===== config.mk =====
export PLATFORM = sky130hd
export DESIGN_NAME = ext_bus_wait_ctrl
export DESIGN_NICKNAME = d
export VERILOG_FILES = /design/src/rtl/ext_bus_wait_pkg.sv /design/src/rtl/ext_bus_wait_ctrl.sv /design/src/rtl/bus_access_timer.sv
export SDC_FILE = /design/constraint.sdc
export NUM_CORES = 1
export LEC_CHECK = 0
export BUFFER_PORTS_ARGS = -buffer_cell sky130_fd_sc_hd__buf_4
export CORE_ASPECT_RATIO = 2
export CORE_MARGIN = 8
export CORE_UTILIZATION = 25
export DETAILED_ROUTE_END_ITERATION = 6
export RECOVER_POWER = 25
export SYNTH_ARGS = -nofsm -noshare
export SYNTH_HDL_FRONTEND = slang
export SYNTH_SLANG_ARGS = --single-unit

===== constraint.sdc =====
create_clock -name mclk -period 6.35 [get_ports mclk]
set_input_delay 1.5875 -clock mclk [delete_from_list [all_inputs] [get_ports mclk]]
set_output_delay 1.5875 -clock mclk [all_outputs]
set_load 0.01 [all_outputs]

===== src/rtl/ext_bus_wait_pkg.sv =====
/*
 * constants for the external bus wait-state and bus release block.
 * assumes a single 200 MHz clock and an axi4-lite register port.
 */
package ext_bus_wait_pkg;
	// -----------------------------------------------------------------
	// register map (byte addresses)
	// -----------------------------------------------------------------
	// some printed offsets are not a multiple of four, so index * 4
	localparam logic [7:0] wait_enable_per_area_idx = 8'h38;
	localparam logic [7:0] wait_count_control_idx = 8'hF9;
	localparam logic [7:0] access_state_select_idx = 8'hFC;
	localparam logic [7:0] mode_control_idx = 8'h40;
	localparam logic [7:0] bus_status_idx = 8'h41;
	localparam logic [9:0] wait_enable_per_area_addr =
		{wait_enable_per_area_idx, 2'b00};
	localparam logic [9:0] wait_count_control_addr =
		{wait_count_control_idx, 2'b00};
	localparam logic [9:0] access_state_select_addr =
		{access_state_select_idx, 2'b00};
	localparam logic [9:0] mode_control_addr = {mode_control_idx, 2'b00};
	localparam logic [9:0] bus_status_addr = {bus_status_idx, 2'b00};
	localparam int addr_width = 10;

	// -----------------------------------------------------------------
	// reset values and fields
	// -----------------------------------------------------------------
	localparam logic [7:0] access_state_select_rst = 8'hFF;
	localparam logic [7:0] wait_enable_per_area_rst = 8'hFF;
	localparam logic [7:0] wait_count_control_rst = 8'hF3;
	// wait_count_control: [1:0] programmed count, [3:2] pin wait mode
	localparam int wc_count_lsb = 0;
	localparam int wc_mode_lsb = 2;
	// mode_control: bit0 ext bus release enable, bit1 sleep,
	// bit2 standby (hardware or software)
	localparam int mc_release_en_bit = 0;
	localparam int mc_sleep_bit = 1;
	localparam int mc_standby_bit = 2;
	localparam logic [2:0] mode_control_rst = 3'h0;

	// -----------------------------------------------------------------
	// access timing
	// -----------------------------------------------------------------
	localparam logic [3:0] states_two = 4'h2;
	localparam logic [3:0] states_three = 4'h3;
	localparam logic [1:0] axi_okay = 2'h0;
	localparam logic [1:0] axi_slverr = 2'h2;

	// access kinds presented by the cpu side
	typedef enum logic [1:0] {
		kind_external,
		kind_onchip_ram,
		kind_internal_io
	} access_kind_t;
endpackage : ext_bus_wait_pkg


===== src/rtl/ext_bus_wait_ctrl.sv =====
/*
 * per-area external bus timing and bus release control with an
 * axi4-lite register port. assumes one clock, synchronous pins, and a
 * cpu side that holds access_req until access_done.
 */
// Design decision made here: the AXI4-Lite register port.
// Operation
// - one wait mode shared by all areas
// - disabled, pin-only and counted areas coexist
// - two-state areas: two states, no waits
// - mode 0: three states plus pin waits
// - count one, no pin wait: four states
// - mode 1: programmed waits then pin waits
// - access state register, one bit per area
// - wait enable register, one bit per area
// - sleep still grants external bus requests
// - standby ignores external bus requests
// - dma burst or block holds request
// - no grant while waits are inserted
// - word on byte area: two cycles
// - on-chip ram: sixteen bits, two states
// - internal io: three states always
`timescale 1ns/10ps
module ext_bus_wait_ctrl
	import ext_bus_wait_pkg::*;
#(
	parameter int area_count = 8
)
(
	input wire logic mclk,
	input wire logic reset_n,
	// axi4-lite slave
	input wire logic [addr_width-1:0] s_axi_awaddr,
	input wire logic s_axi_awvalid,
	output logic s_axi_awready,
	input wire logic [31:0] s_axi_wdata,
	input wire logic [3:0] s_axi_wstrb,
	input wire logic s_axi_wvalid,
	output logic s_axi_wready,
	output logic [1:0] s_axi_bresp,
	output logic s_axi_bvalid,
	input wire logic s_axi_bready,
	input wire logic [addr_width-1:0] s_axi_araddr,
	input wire logic s_axi_arvalid,
	output logic s_axi_arready,
	output logic [31:0] s_axi_rdata,
	output logic [1:0] s_axi_rresp,
	output logic s_axi_rvalid,
	input wire logic s_axi_rready,
	// cpu access side
	input wire logic access_req,
	input wire logic [2:0] access_area,
	input wire logic [1:0] access_kind,
	input wire logic access_word,
	output logic access_done,
	output logic ext_cycle_active,
	output logic access_byte_lane,
	output logic wide_bus,
	// external pins
	input wire logic wait_pin_n,
	input wire logic bus_request_in_n,
	output logic bus_grant_n,
	// direct_memory_access_unit burst or block transfer in progress
	input wire logic dma_burst_active
);
	logic rst_meta, rst_n;
	logic [area_count-1:0] access_state_select, next_ass;
	logic [area_count-1:0] wait_enable_per_area, next_wen;
	logic [area_count-1:0] bus_width_16, next_bw;
	logic [7:0] wait_count_control, next_wcc;
	logic [2:0] mode_control, next_mc;
	logic aw_held, next_aw_held, w_held, next_w_held;
	logic [addr_width-1:0] aw_addr, next_aw_addr;
	logic [31:0] w_data, next_w_data;
	logic [3:0] w_strb, next_w_strb;
	logic next_bvalid, next_rvalid;
	logic [1:0] next_bresp, next_rresp;
	logic [31:0] next_rdata;
	logic pending, next_pending;

	// -----------------------------------------------------------------
	// reset release
	// -----------------------------------------------------------------
	always_ff @(posedge mclk or negedge reset_n) begin
		if (!reset_n) begin
			rst_meta <= 1'b0;
			rst_n <= 1'b0;
		end else begin
			rst_meta <= 1'b1;
			rst_n <= rst_meta;
		end
	end

	// decode shared by write and read paths
	function automatic logic addr_known(input logic [addr_width-1:0] a);
		return a == wait_enable_per_area_addr ||
			a == wait_count_control_addr ||
			a == access_state_select_addr ||
			a == mode_control_addr || a == bus_status_addr;
	endfunction : addr_known

	// -----------------------------------------------------------------
	// axi4-lite register port
	// -----------------------------------------------------------------
	// address and data latched separately, either order; one write
	// at a time so the ready lines fall while a response waits
	always_comb begin
		next_aw_held = aw_held;
		next_w_held = w_held;
		next_aw_addr = aw_addr;
		next_w_data = w_data;
		next_w_strb = w_strb;
		next_bvalid = s_axi_bvalid;
		next_bresp = s_axi_bresp;
		next_ass = access_state_select;
		next_wen = wait_enable_per_area;
		next_bw = bus_width_16;
		next_wcc = wait_count_control;
		next_mc = mode_control;
		if (s_axi_awvalid && s_axi_awready) begin
			next_aw_held = 1'b1;
			next_aw_addr = s_axi_awaddr;
		end
		if (s_axi_wvalid && s_axi_wready) begin
			next_w_held = 1'b1;
			next_w_data = s_axi_wdata;
			next_w_strb = s_axi_wstrb;
		end
		if (s_axi_bvalid && s_axi_bready) begin
			next_bvalid = 1'b0;
		end
		if (aw_held && w_held && !s_axi_bvalid) begin
			next_aw_held = 1'b0;
			next_w_held = 1'b0;
			next_bvalid = 1'b1;
			next_bresp = addr_known(aw_addr) ? axi_okay : axi_slverr;
			if (w_strb[0]) begin
				unique case (aw_addr)
					access_state_select_addr:
						next_ass = w_data[area_count-1:0];
					wait_enable_per_area_addr: begin
						next_wen = w_data[area_count-1:0];
					end
					wait_count_control_addr:
						next_wcc = w_data[7:0];
					mode_control_addr: next_mc = w_data[2:0];
					default: ;
				endcase
			end
			// per-area bus width in byte 1 of the enable word
			if (w_strb[1] && aw_addr == wait_enable_per_area_addr) begin
				next_bw = w_data[8 +: area_count];
			end
		end
	end

	always_ff @(posedge mclk or negedge rst_n) begin
		if (!rst_n) begin
			aw_held <= 1'b0;
			w_held <= 1'b0;
			aw_addr <= '0;
			w_data <= 32'h0000_0000;
			w_strb <= 4'h0;
			s_axi_bvalid <= 1'b0;
			s_axi_bresp <= axi_okay;
			access_state_select <= access_state_select_rst;
			wait_enable_per_area <= wait_enable_per_area_rst;
			bus_width_16 <= '1;
			wait_count_control <= wait_count_control_rst;
			mode_control <= mode_control_rst;
		end else begin
			aw_held <= next_aw_held;
			w_held <= next_w_held;
			aw_addr <= next_aw_addr;
			w_data <= next_w_data;
			w_strb <= next_w_strb;
			s_axi_bvalid <= next_bvalid;
			s_axi_bresp <= next_bresp;
			access_state_select <= next_ass;
			wait_enable_per_area <= next_wen;
			bus_width_16 <= next_bw;
			wait_count_control <= next_wcc;
			mode_control <= next_mc;
		end
	end

	assign s_axi_awready = !aw_held && !s_axi_bvalid;
	assign s_axi_wready = !w_held && !s_axi_bvalid;
	assign s_axi_arready = !s_axi_rvalid;

	// read answers one cycle after the address is taken
	always_comb begin
		next_rvalid = s_axi_rvalid;
		next_rdata = s_axi_rdata;
		next_rresp = s_axi_rresp;
		if (s_axi_rvalid && s_axi_rready) begin
			next_rvalid = 1'b0;
		end
		if (s_axi_arvalid && s_axi_arready) begin
			next_rvalid = 1'b1;
			next_rresp = addr_known(s_axi_araddr) ? axi_okay : axi_slverr;
			next_rdata = 32'h0000_0000;
			unique case (s_axi_araddr)
				access_state_select_addr:
					next_rdata[area_count-1:0] = access_state_select;
				wait_enable_per_area_addr: begin
					next_rdata[area_count-1:0] = wait_enable_per_area;
					next_rdata[8 +: area_count] = bus_width_16;
				end
				wait_count_control_addr: next_rdata[7:0] = wait_count_control;
				mode_control_addr: next_rdata[2:0] = mode_control;
				bus_status_addr:
					next_rdata[3:0] = {pending, ext_cycle_active,
						~bus_grant_n, access_done};
				default: ;
			endcase
		end
	end

	always_ff @(posedge mclk or negedge rst_n) begin
		if (!rst_n) begin
			s_axi_rvalid <= 1'b0;
			s_axi_rdata <= 32'h0000_0000;
			s_axi_rresp <= axi_okay;
		end else begin
			s_axi_rvalid <= next_rvalid;
			s_axi_rdata <= next_rdata;
			s_axi_rresp <= next_rresp;
		end
	end

	// -----------------------------------------------------------------
	// access sequencing
	// -----------------------------------------------------------------
	typedef enum logic [1:0] {a_idle, a_first, a_second, a_released}
		astate_t;
	astate_t astate, next_astate;
	logic t_start, t_done;
	logic [3:0] base_states;
	logic [1:0] prog_waits;
	logic pin_allowed;
	logic next_access_done, next_ext_active, next_lane, next_wide;
	logic next_grant_n;
	logic three_state, wait_on, pin_mode1;

	assign three_state = access_state_select[access_area];
	assign wait_on = wait_enable_per_area[access_area];
	assign pin_mode1 = wait_count_control[wc_mode_lsb];

	// timing per kind: ram and io ignore the area settings
	always_comb begin
		base_states = states_three;
		prog_waits = 2'h0;
		pin_allowed = 1'b0;
		unique case (access_kind)
			kind_onchip_ram: base_states = states_two;
			kind_internal_io: base_states = states_three;
			default: begin
				if (!three_state) begin
					base_states = states_two;
				end else begin
					pin_allowed = 1'b1;
					// disabled areas and mode 0 take pin waits only
					if (wait_on && pin_mode1) begin
						prog_waits =
							wait_count_control[wc_count_lsb +: 2];
					end
				end
			end
		endcase
	end

	// count 1 adds a state, pin waits follow the pin
	bus_access_timer u_timer (
		.mclk(mclk),
		.rst_n(rst_n),
		.start(t_start),
		.base_states(base_states),
		.prog_waits(prog_waits),
		.pin_wait_allowed(pin_allowed),
		.wait_pin(!wait_pin_n),
		.busy(),
		.inserting_wait(),
		.done(t_done)
	);

	// word on a byte-wide external area splits into two cycles
	always_comb begin
		next_astate = astate;
		next_access_done = 1'b0;
		next_ext_active = ext_cycle_active;
		next_lane = access_byte_lane;
		next_wide = wide_bus;
		next_grant_n = bus_grant_n;
		next_pending = !bus_request_in_n && !mode_control[mc_standby_bit];
		t_start = 1'b0;
		unique case (astate)
			a_idle: begin
				if (pending && mode_control[mc_release_en_bit] &&
					!dma_burst_active) begin
					next_astate = a_released;
					next_grant_n = 1'b0;
				end else if (access_req && !access_done &&
					!mode_control[mc_sleep_bit]) begin
					t_start = 1'b1;
					next_astate = a_first;
					next_ext_active = (access_kind == kind_external);
					next_lane = 1'b0;
					next_wide = (access_kind == kind_onchip_ram) ||
						bus_width_16[access_area];
				end
			end
			a_first: begin
				if (t_done) begin
					if (access_word && !wide_bus) begin
						next_astate = a_second;
						next_lane = 1'b1;
						t_start = 1'b1; // no idle state between bytes
					end else begin
						next_astate = a_idle;
						next_access_done = 1'b1;
						next_ext_active = 1'b0;
					end
				end
			end
			a_second: begin
				if (t_done) begin
					next_astate = a_idle;
					next_access_done = 1'b1;
					next_ext_active = 1'b0;
				end
			end
			a_released: begin
				// master keeps request until done; standby ends nothing
				if (bus_request_in_n) begin
					next_astate = a_idle;
					next_grant_n = 1'b1;
				end
			end
		endcase
	end

	always_ff @(posedge mclk or negedge rst_n) begin
		if (!rst_n) begin
			astate <= a_idle;
			access_done <= 1'b0;
			ext_cycle_active <= 1'b0;
			access_byte_lane <= 1'b0;
			wide_bus <= 1'b0;
			bus_grant_n <= 1'b1;
			pending <= 1'b0;
		end else begin
			astate <= next_astate;
			access_done <= next_access_done;
			ext_cycle_active <= next_ext_active;
			access_byte_lane <= next_lane;
			wide_bus <= next_wide;
			bus_grant_n <= next_grant_n;
			pending <= next_pending;
		end
	end
endmodule : ext_bus_wait_ctrl


===== src/rtl/bus_access_timer.sv =====
/*
 * one external bus cycle timer: counts base states, then programmed
 * waits, then pin waits. assumes the caller holds the settings stable
 * while busy and that wait_pin is synchronous to mclk.
 */
`timescale 1ns/10ps
module bus_access_timer
	import ext_bus_wait_pkg::*;
(
	input wire logic mclk,
	input wire logic rst_n,
	input wire logic start,
	input wire logic [3:0] base_states,
	input wire logic [1:0] prog_waits,
	input wire logic pin_wait_allowed,
	input wire logic wait_pin,
	output logic busy,
	output logic inserting_wait,
	output logic done
);
	typedef enum logic [1:0] {t_idle, t_base, t_prog, t_pin} tstate_t;

	tstate_t state, next_state;
	logic [3:0] count, next_count;
	logic [1:0] prog, next_prog;
	logic pin_ok, next_pin_ok;
	logic next_done;

	// -----------------------------------------------------------------
	// state sequencing
	// -----------------------------------------------------------------
	// base states are counted down; pin sampled in the last base state, or in the last programmed wait when there is one
	always_comb begin
		next_state = state;
		next_count = count;
		next_prog = prog;
		next_pin_ok = pin_ok;
		next_done = 1'b0;
		unique case (state)
			t_idle: begin
				if (start) begin
					next_state = t_base;
					next_count = base_states - 4'h1;
					next_prog = prog_waits;
					next_pin_ok = pin_wait_allowed;
				end
			end
			t_base: begin
				if (count > 4'h1) begin
					next_count = count - 4'h1;
				end else if (prog != 2'h0) begin
					next_state = t_prog;
				end else if (pin_ok && wait_pin) begin
					next_state = t_pin;
				end else begin
					next_state = t_idle;
					next_done = 1'b1;
				end
			end
			t_prog: begin
				// programmed waits first, pin waits added afterwards
				if (prog > 2'h1) begin
					next_prog = prog - 2'h1;
				end else if (pin_ok && wait_pin) begin
					next_state = t_pin;
				end else begin
					next_state = t_idle;
					next_done = 1'b1;
				end
			end
			t_pin: begin
				if (!wait_pin) begin
					next_state = t_idle;
					next_done = 1'b1;
				end
			end
		endcase
	end

	always_ff @(posedge mclk or negedge rst_n) begin
		if (!rst_n) begin
			state <= t_idle;
			count <= 4'h0;
			prog <= 2'h0;
			pin_ok <= 1'b0;
			done <= 1'b0;
		end else begin
			state <= next_state;
			count <= next_count;
			prog <= next_prog;
			pin_ok <= next_pin_ok;
			done <= next_done;
		end
	end

	assign busy = (state != t_idle);
	assign inserting_wait = (state == t_prog) || (state == t_pin);
endmodule : bus_access_timer


**After elaboration in Yosys (flattened, before gate mapping)**

Index checks and enable logic that the tools add are counted.

- Flip-flop bits (word level): 107
- Output and inout port bits: 46

- Bitwise gates (word level): 2
- Magnitude comparators: 3
- Reduce and logical (&&, ||, !) cells: 66
- Eq/ne operators: 33
- Add/subtract/negate cells: 3
- Multiplexer cells: 76

Operators by type and width:

| cell | number |
|---|---|
| 10-bit equality test, second input constant | 4 |
| 10-bit by 9-bit equality test with 1-bit output, second input constant | 4 |
| 2-bit 2-to-1 mux | 19 |
| 1-bit 2-to-1 mux | 37 |
| 3-bit AND reduction | 8 |
| 10-bit by 8-bit equality test with 1-bit output, second input constant | 2 |
| 2-bit != test, second input constant | 10 |
| 1-bit logical AND | 18 |
| 2-bit nonzero test | 9 |
| 2-bit case mux with 4 select lines | 2 |
| 3-bit case mux with 5 select lines | 1 |
| 4-bit case mux with 3 select lines | 1 |
| 1-bit logical NOT | 11 |
| 2-bit equality test, second input constant | 5 |
| 1-bit case mux with 2 select lines | 5 |
| 1-bit binary-select mux with 3-bit select | 3 |
| 1-bit logical OR | 9 |
| 4-bit 2-to-1 mux | 2 |
| 8-bit 2-to-1 mux | 1 |
| 2-bit by 1-bit != test with 1-bit output, second input constant | 4 |
| 4-bit case mux with 2 select lines | 1 |
| 4-bit AND reduction | 2 |
| 2-bit by 1-bit equality test with 1-bit output, second input constant | 3 |
| 2-bit logical NOT | 3 |
| other kinds (16) | 19 |

**Depth between registers and ports, before layout**

Gate-level depths: netlist of run 1.

- Depth after elaboration: 8
- Mapped depth: 8

**Modules after synthesis**

A second synthesis of run 1 with hierarchy kept.

- Cell total of the unflattened synthesis: 437
- Area, all modules: 5,322.6 um2

Modules (own cells, without submodules):

| module | instances | cells an instance | area each (um2) | sequential area each (um2) |
|---|---|---|---|---|
| ext_bus_wait_ctrl | 1 | 357 | 4,575.6 | 2,416.1 |
| bus_access_timer | 1 | 80 | 747.0 | 250.2 |

**Worst setup path before layout of run 1**

OpenSTA, ideal clock, no wires.

- Path kind: in2reg
- Start point: input access_area[2]
- End point: register u_timer.count[0]
- Arrival time: 2.856 ns
- Stages on the path: 6
- Required time: 6.228 ns
- Setup slack: 3.372 ns
- Cells stage by stage: buf_2 mux2i_1 mux4_2 nor2_1 o22ai_1 a32o_1

- Longest elaborated chain between the ends: 7

Ends and longest elaborated chain:

| what | line | source |
|---|---|---|
| from (decl) | ext_bus_wait_ctrl.sv:52 | `input wire logic [2:0] access_area,` |
| 1-bit binary-select mux with 3-bit select | ext_bus_wait_ctrl.sv:246 | `assign three_state = access_state_select[access_area];` |
| 1-bit 2-to-1 mux (implied by the code) | ext_bus_wait_ctrl.sv:246 |  |
| 1-bit 2-to-1 mux | ext_bus_wait_ctrl.sv:259 | `if (!three_state) begin` |
| 1-bit case mux with 2 select lines | ext_bus_wait_ctrl.sv:255 | `unique case (access_kind)` |
| 2-bit by 1-bit subtractor with 3-bit output | bus_access_timer.sv:43 | `next_count = base_states - 4'h1;` |
| 4-bit 2-to-1 mux | bus_access_timer.sv:41 | `if (start) begin` |
| 4-bit case mux with 2 select lines | bus_access_timer.sv:39 | `unique case (state)` |
| to (signal assigned) | bus_access_timer.sv:89 | `count <= next_count;` |
| to (decl) | bus_access_timer.sv:24 | `logic [3:0] count, next_count;` |

No other way between the ends. The select of a mux whose other input is x is not followed.
A chain may end at the register's enable or synchronous reset.

**Final worst setup path of run 1**

- Start point: input s_axi_araddr[4]
- End point: register s_axi_rdata[11]

- Longest elaborated chain between the ends: 2

Ends and longest elaborated chain:

| what | line | source |
|---|---|---|
| from (decl) | ext_bus_wait_ctrl.sv:43 | `input wire logic [addr_width-1:0] s_axi_araddr,` |
| 10-bit by 8-bit equality test with 1-bit output | ext_bus_wait_ctrl.sv:203 | `unique case (s_axi_araddr)` |
| 8-bit 2-to-1 mux | ext_bus_wait_ctrl.sv:203 |  |
| to (signal assigned) | ext_bus_wait_ctrl.sv:227 | `s_axi_rdata <= next_rdata;` |
| to (decl) | ext_bus_wait_ctrl.sv:46 | `output logic [31:0] s_axi_rdata,` |

No other way between the ends.

==> results of run 1 <==
==> final cells by class <==
type	count	area [µm²]
fill	2129	14100
tap	266	333
sequential	105	2670
multi-input combinational	306	2310
clock buffer	11	233
inverter	21	78.8
timing repair buffer	83	612
clock inverter	5	56.3
==> per-stage QoR <==
| stage | cell area [µm²] | hold WS (ns) |
|---|---|---|
| after floorplan | 5240 | 0.331 |
| after global placement | 6020 | 0.270 |
| after detailed placement | 6020 | 0.262 |
| after CTS | 6300 | 0.268 |
| after global routing | 6290 | 0.374 |
| final | 6290 | 0.358 |
==> where the power goes <==
part / leakage (nW) / switching [mW] / internal [mW]
registers: 1.25 / 0.158 / 0.832
logic: 1.37 / 0.318 / 0.310
clock network: 0.139 / 0.245 / 0.306
total: 2.76 / 0.722 / 1.45
==> kinds of logic (layout without fill, tap and decap cells) <==
| kind of cell | after synthesis | after routing | share of synthesized area (%) |
|---|---|---|---|
| other | 2 | 19 | 0.145 |
| DFF | 105 | 105 | 51.5 |
| buffers and inverters | 51 | 120 | 5.10 |
| and+or+nand+nor | 116 | 116 | 12.4 |
| adders and majority gates | 11 | 11 | 2.66 |
| AOI/OAI and AO/OA | 84 | 84 | 11.3 |
| xor gates and xnor gates | 1 | 1 | 0.169 |
| muxes | 75 | 75 | 16.7 |
==> how the worst max path moves through the flow <==
stage	start	to	slack, ns	cells past startpoint
final	s_axi_araddr[4]	s_axi_rdata[11]	3.33	5
after detailed placement	s_axi_araddr[4]	s_axi_rdata[11]	2.96	5
after global placement	s_axi_araddr[4]	s_axi_rdata[11]	2.96	5
after global routing	s_axi_araddr[3]	s_axi_rdata[4]	3.22	6
after CTS	s_axi_araddr[4]	s_axi_rdata[11]	3.33	5
after floorplan	rst_n	access_byte_lane	3.26	0
==> worst reg2reg max path: stages, from the launching register on <==
cell     delay, ns
dfrtp_1       0.42
inv_2         0.09
nand3_2       0.17
or2_1         0.38
nor4b_4       0.62
mux2_2        0.41
==> flip-flops by register name, summed over array words and instances (netlist names), 2 cells and up <==
signal and flops:
wait_enable_per_area 8, u_timer.count 4, wait_count_control 8, s_axi_rdata 16, u_timer.prog 2, u_timer.state 2, bus_width_16 8, aw_addr 10
access_state_select 8, w_data 16, astate 2, mode_control 3, w_strb 2
==> synth_stat cells (4+ instances only) <==
cell type,n,area (µm²)
nand3b_1,4,30.0
nor2_1,20,75.1
a211oi_1,4,30.0
nor3_1,6,30.0
clkbuf_1,8,30.0
a22o_1,7,61.3
ha_1,11,138
dfrtp_1,74,1850
nand3_1,5,25.0
a21o_1,4,30.0
nand2b_1,6,37.5
buf_4,18,135
a21oi_1,10,50.1
mux2i_1,9,90.1
o22ai_1,5,31.3
a222oi_1,4,40.0
dfstp_2,31,815
mux2_2,63,709
nand2_1,44,165
a221oi_1,6,52.6
buf_2,4,20.0
inv_1,19,71.3
a31oi_1,5,31.3
o21ai_0,23,115
==> per-layer routing <==
metal / GRT usage [%] / share of wire (%) / vias to the layer above / wire length (µm)
met5: 0 / 0 / - / 0
met4: 7.43 / 4.9 / 0 / 679
met2: 20.6 / 56 / 98 / 7650
met1: 10.2 / 36 / 1833 / 4890
li1: - / - / 1749 / -
met3: 2.20 / 3.8 / 31 / 516
==> results_dict.tcl, run 1 <==
set metrics [dict create \
    status "finished clean" \
    finalPower_mw 2.17 \
    clock_path_buffers 2 \
    power.density_nw_per_um2 345 \
    clock_skew_ns 0.00961 \
    peakVddDrop_mv 0.154 \
    reg2reg_to "access_state_select[5]" \
    hp-start "rst_meta" \
    ctsHoldBuffers 0 \
    max_freq_mhz 331 \
    slowest_stage "nor4_2" \
    io_buffers 82 \
    die_w_um 118 \
    drt_iter0_markers 129 \
    hold_class "reg -> reg" \
    worst_slack_ns 3.33 \
    clock_sinks 105 \
    wl_per_cell_um 17.2 \
    cts_tree "done" \
    cts.clk_slew.worst_paths_ns 0.07 \
    fin_crit_ns 3.02 \
    ff2ff_path_depth 5 \
    die_area_um2 25900 \
    hpwl_mm 10.8 \
    critPathLaunchType "input port" \
    worstPathMaxFanout 8 \
    syn_area_um2 5180 \
    postSynthAreaPerCell_um2 11.6 \
    grt_max_degree 76 \
    insertion_delay_ns 0.35 \
    gp_congestion 0.793 \
    drc 0 \
    grt_pass1_wl_mm 21.5 \
    pre_cts_slack_ns 2.96 \
    num_rows 74 \
    firstDrtPassIters 4 \
    path_delay_family "simple AND/OR/NAND/NOR gates" \
    reg2reg_slack_ns 4.19 \
    drt-total-wl_mm 13.7 \
    cap_violations 0 \
    worst_ep_required_time_ns 6.61 \
    antenna_found_initial 0 \
    leakagePower_nw 2.76 \
    cts_resized 0 \
    final_common_cell "buf_4" \
    drtAntennaViolNets 0 \
    clockRootBuffer "clkbuf_16" \
    layout_common_cells "buf_4 (79), dfrtp_1 (74), mux2_2 (63), nand2_1 (44), dfstp_2 (31)" \
    ys_seq_area_share_pct 51.5 \
    cts_buffers 9 \
    async_reset_ff_share_pct 100 \
    vias 3711 \
    floorplan.initialDensity_pct 25.4 \
    fin_util_pct 30.9 \
    synth_cell_type_count 59 \
    min_period_over_period_pct 47.5 \
    grt_overflow 0 \
    crit_type "in -> reg" \
    crit_path_end_kind "flop" \
    htreeDepth 3 \
    syn_to_final_growth_pct 21.5 \
    crit_chain "buf_4, or3_1, nor4_2, nand2_1, o21ai_0" \
    rsz0062_at_grt "no" \
    diodes 0 \
    slew_viol_final 0 \
    grt_pass1_vias 3949 \
    viasPerCell 4.66 \
    rr_startpoint "s_axi_bvalid" \
    setup_viol 0 \
    critPathMaxStageDelay_ns 0.81 \
    layout.nets 610 \
    core-area_um2 20400 \
    crit_buf_inv 1 \
    synth_edf_count 0 \
    synth_warnings 0 \
    finalHoldViolations 0 \
    finalSetupTns_ns 0 \
    drive_gt1_share_pct 37.7 \
    ioPinCount 119 \
    worst_pin_slew_ns 1.16 \
    grtUsageTotal_pct 10.8 \
    stdcell_count 797 \
    post_cts_buffers 0 \
    holdPathEnd "rst_n" \
    cp.arrival_ns 3.28 \
    max-slew-margin-rel_pct 22.4 \
    synth_cells 445 \
    dp_cells 781 \
    ys_ff_latch 105 \
    die_h_um 220 \
    hold_depth 0 \
    ys.flop_type "dfrtp_1" \
]
No activity file was read; power rests on OpenSTA's default activity.
==> run 2: changes to the inputs <==
clock period = 2.6 ns   (was 6.35 ns; I/O delays follow)
==> results_dict.tcl, run 2 (synthesis gave the netlist of run 1 again) <==
set metrics [dict create \
    status "finished clean" \
    drive_gt1_share_pct 39.7 \
    top_regs "s_axi_rdata (16), w_data (16), aw_addr (10)" \
    grt_max_degree 82 \
    die_h_um 220 \
    ioPinCount 119 \
    pre_cts_slack_ns 0.240 \
    wl_per_cell_um 16.7 \
    vias 3749 \
    p_switching_mw 1.75 \
    critPathLaunch "s_axi_bvalid" \
    final_common_cell "buf_4" \
    insertion_delay_ns 0.35 \
    finalPower_mw 5.31 \
    clock_path_buffers 2 \
    finalSetupTns_ns 0 \
    gp_congestion 0.815 \
    cts.clk_slew.worst_paths_ns 0.07 \
    viasPerCell 4.61 \
    crit_path_end_kind "flop" \
    drc 0 \
    swShare_pct 33.0 \
    max-slew-margin-rel_pct 33.4 \
    io_buffers 82 \
    die_w_um 118 \
    critPathMaxStageDelay_ns 0.52 \
    grt_pass1_vias 3980 \
    cts_resized 0 \
    slew_viol_final 0 \
    pwr-share-seq_pct 45.4 \
    finalHoldViolations 0 \
    syn_to_final_growth_pct 24.1 \
    max_freq_mhz 467 \
    diodes 0 \
    grt_overflow 0 \
    core-area_um2 20400 \
    drtAntennaViolNets 0 \
    post_cts_buffers 0 \
    crit_chain "inv_2, nand3_1, or2_1, nor3_4, mux2_2" \
    ctsHoldBuffers 0 \
    layout_common_cells "buf_4 (97), dfrtp_1 (74), mux2_2 (63), nand2_1 (44), dfstp_2 (31)" \
    dp_cells 797 \
    rsz0062_at_grt "no" \
    firstDrtPassIters 4 \
    pwr-share-clk_pct 25.5 \
    grt_pass1_wl_mm 21.4 \
    rr_startpoint "s_axi_bvalid" \
    fin_crit_ns 2.14 \
    worstPathMaxFanout 8 \
    worst_ep_required_time_ns 2.88 \
    clock_sinks 105 \
    setup_viol 0 \
    htreeDepth 3 \
    leakagePower_nw 2.86 \
    floorplan.initialDensity_pct 25.4 \
    num_rows 74 \
    comb_power_share_pct 29.1 \
    hold_class "in -> async" \
    cts_buffers 9 \
    slowest_stage "nor3_4" \
    peakVddDrop_mv 0.405 \
    layout.nets 626 \
    cts_tree "done" \
    antenna_found_initial 0 \
    grtUsageTotal_pct 10.7 \
    worst_pin_slew_ns 1.00 \
    cp.arrival_ns 2.42 \
    p_int_mw 3.56 \
    cap_violations 0 \
    crit_buf_inv 1 \
    worst_slack_ns 0.459 \
    hpwl_mm 10.6 \
    critPathLaunchType "flop" \
    drt-total-wl_mm 13.6 \
    die_area_um2 25900 \
    drt_iter0_markers 179 \
    power.density_nw_per_um2 826 \
    clockRootBuffer "clkbuf_16" \
    crit_type "reg -> reg" \
    clock_skew_ns 0.00606 \
    path_delay_family "simple AND/OR/NAND/NOR gates" \
    min_period_over_period_pct 82.3 \
    stdcell_count 813 \
]
[run 2: cell types whose count changed in the layout (fill, tap and decap cells not counted), sizes merged]
cell	delta
buf	+19
clkbuf	-3
[run 2: stage by stage]
step	cell area, µm²	hold slack, ns	util (%)
after global routing	6420	0.0723	31.5
final	6420	0.0731	31.5
after floorplan	5240	0.331	-
after CTS	6440	0.0515	31.6
after detailed placement	6150	0.229	30.2
after global placement	6150	0.232	30.2
[run 2: cell type report]
cell class | instances | area (µm²)
fill | 2131 | 13900
sequential | 105 | 2670
multi-input combinational | 306 | 2310
timing repair buffer | 99 | 752
tap | 266 | 333
clock buffer | 11 | 233
inverter | 21 | 78.8
clock inverter | 5 | 56.3
[run 2: power by group through the flow]
stage	clock network [mW]	registers, mW	logic (mW)
2_1_floorplan	0	2.34	1.14
3_3_place_gp	0	2.44	1.55
3_5_place_dp	0	2.45	1.57
4_1_cts	1.41	2.42	1.58
5_1_grt	1.47	2.47	1.74
6_report	1.35	2.41	1.55
[run 2: per-layer routing]
layer	GRT usage, %	share of wire, %	vias to the layer above
met5	0	0	-
met4	6.92	4.3	0
met3	2.64	5.1	27
met2	19.7	54	112
met1	10.5	36	1829
li1	-	-	1781
[run 2: worst paths after layout]
kind	end	slack [ns]	cells after the start
hold / removal	rst_meta	0.07	1
max in group asynchronous	bus_grant_n	1.19	1
min in group mclk	rst_n	0.36	0
setup reg to reg	bus_width_16[4]	0.46	5
setup / recovery	bus_width_16[4]	0.46	5
hold reg to reg	rst_n	0.36	0
==> run 3: changes to the inputs <==
ABC_AREA = 1   (was default)
clock period = 1.8 ns   (was 2.6 ns; I/O delays follow)
==> results_dict.tcl, run 3 <==
set metrics [dict create \
    status "finished clean" \
    power.density_nw_per_um2 1150 \
    viasPerCell 4.32 \
    reg2reg_slack_ns 0.14 \
    cap_violations 0 \
    ys_seq_area_share_pct 50.3 \
    hpwl_mm 11.5 \
    num_rows 75 \
    synth_common_cells "nand2_1 (142), inv_1 (81), nor2_1 (78), dfrtp_1 (74), o21ai_0 (49)" \
    finalHoldViolations 0 \
    clock_sinks 105 \
    setup_viol 0 \
    max-slew-margin-rel_pct 27.7 \
    cts.clk_slew.worst_paths_ns 0.08 \
    postSynthAreaPerCell_um2 8.18 \
    crit_type "reg -> reg" \
    drive_gt1_share_pct 23.9 \
    grt_max_degree 54 \
    firstDrtPassIters 4 \
    io_buffers 82 \
    final_common_cell "nand2_1" \
    synth.area.top_cells "dfrtp_1 (35%), dfstp_2 (15%), nand2_1 (10%)" \
    hold_depth 2 \
    cp.arrival_ns 1.91 \
    drtAntennaViolNets 0 \
    peakVddDrop_mv 0.543 \
    wl_per_cell_um 13.8 \
    core-area_um2 20900 \
    diodes 0 \
    layout_common_cells "nand2_1 (142), buf_4 (101), inv_1 (81), nor2_1 (77), dfrtp_1 (74)" \
    insertion_delay_ns 0.35 \
    top_regs "s_axi_rdata (16), w_data (16), aw_addr (10)" \
    antenna_found_initial 0 \
    leakagePower_nw 3.17 \
    slew_viol_final 0 \
    die_area_um2 26400 \
    synth_cell_type_count 39 \
    htreeDepth 3 \
    rsz0062_at_grt "no" \
    layout.nets 833 \
    worst_pin_slew_ns 1.08 \
    gp_congestion 0.846 \
    crit_end "wait_count_control[3]" \
    yosysMostFrequentCell "nand2_1" \
    vias 4416 \
    cts_tree "done" \
    synth_edf_count 0 \
    clock_path_buffers 2 \
    ff2ff_path_depth 8 \
    worstPathMaxFanout 16 \
    grt_pass1_wl_mm 22.9 \
    ys_ff_latch 105 \
    critPathLaunchType "flop" \
    syn_to_final_growth_pct 25.0 \
    min_period_over_period_pct 92.2 \
    grtUsageTotal_pct 11.0 \
    die_w_um 119 \
    synth_cells 648 \
    clock_skew_ns 0.0107 \
    drt_iter0_markers 195 \
    die_h_um 222 \
    async_reset_ff_share_pct 100 \
    fin_crit_ns 1.66 \
    finalPower_mw 7.64 \
    synth_area_leader_cell "dfrtp_1" \
    ioPinCount 119 \
    hold_class "in -> reg" \
    crit_path_end_kind "flop" \
    ys.flop_type "dfrtp_1" \
    synth_warnings 0 \
    rr_startpoint "s_axi_bvalid" \
    floorplan.initialDensity_pct 25.3 \
    drc 0 \
    cts_buffers 9 \
    grt_pass1_vias 4609 \
    syn_area_um2 5300 \
    finalSetupTns_ns 0 \
    max_freq_mhz 603 \
    clockRootBuffer "clkbuf_16" \
    worst_ep_required_time_ns 2.05 \
    critPathLaunch "s_axi_bvalid" \
    synth_top_area_share_pct 34.9 \
    reg2reg_to "wait_count_control[3]" \
    drt-total-wl_mm 14.1 \
    grt_overflow 0 \
]
[run 3: critical path, stage by stage, from the launching register on]
cell and delay, ns:
dfrtp_1 0.45, nor3_4 0.27, inv_2 0.11, nor2_4 0.11, inv_2 0.05, or2_1 0.20, buf_4 0.21, nand2_1 0.10
o21ai_2 0.05
[run 3: repair_timing]
item / CTS / global route
endpoints found under the hold margin: 2 / 0
gates resized for setup: 0 / 2
hold buffers: 1 / 0
setup endpoints to repair: 0 / 3
setup buffers: 0 / 0
[run 3: routing by layer]
| layer | vias to the layer above | GRT usage [%] | routed length [µm] | part of all wire (%) |
|---|---|---|---|---|
| met5 | - | 0 | 0 | 0 |
| met4 | 0 | 6.61 | 559 | 4.0 |
| met3 | 28 | 1.89 | 407 | 2.9 |
| met2 | 89 | 21.4 | 8000 | 57 |
| met1 | 2065 | 10.1 | 5130 | 36 |
| li1 | 2234 | - | - | - |
[run 3: worst min path at each step]
stage | from | to | slack, ns
final | s_axi_bready | s_axi_bvalid | 0.26
after global routing | s_axi_bready | s_axi_bvalid | 0.27
after global placement | reset_n | rst_meta | 0.24
after detailed placement | reset_n | rst_meta | 0.23
after CTS | s_axi_bready | s_axi_bvalid | 0.25
after floorplan | reset_n | rst_meta | 0.15
[run 3: where the power goes]
| part | internal, mW | switching [mW] | total (mW) | leakage (nW) |
|---|---|---|---|---|
| Combinational | 0.903 | 1.29 | 2.19 | 1.82 |
| Clock | 1.23 | 0.913 | 2.14 | 0.149 |
| Sequential | 2.92 | 0.386 | 3.31 | 1.21 |
| Total | 5.05 | 2.59 | 7.64 | 3.17 |
[run 3: metrics by stage]
step                      std cells  cell area (µm²)  utilization, %  hold WS [ns]  setup WS (ns)
after floorplan                 665             5360               -         0.154         0.0691
after global placement         1006             6310            30.1         0.236         0.0831
after detailed placement       1006             6310            30.1         0.235         0.0278
after CTS                      1023             6640            31.7         0.251         0.0198
after global routing           1023             6620            31.7         0.273        0.00370
final                          1023             6620            31.7         0.260          0.140
[run 3: final cells by class]
| cell class | count | area (µm²) |
|---|---|---|
| Fill cell | 2222 | 14300 |
| Sequential cell | 105 | 2670 |
| Multi-Input combinational cell | 441 | 2170 |
| Timing Repair Buffer | 106 | 807 |
| Tap cell | 269 | 337 |
| Inverter | 86 | 323 |
| Clock buffer | 9 | 225 |
| Clock inverter | 7 | 100 |
[run 3: cell families (layout without fill, tap and decap cells)]
logic type | count (synthesis) | in the layout | synth area share (%)
AOI/OAI and AO/OA | 105 | 105 | 11.0
muxes | 8 | 8 | 1.70
other | 2 | 19 | 0.142
adders and majority gates | 11 | 11 | 2.60
buffers and inverters | 119 | 208 | 10.1
and+or+nand+nor | 296 | 296 | 23.8
DFF | 105 | 105 | 50.3
xor gates and xnor gates | 2 | 2 | 0.331
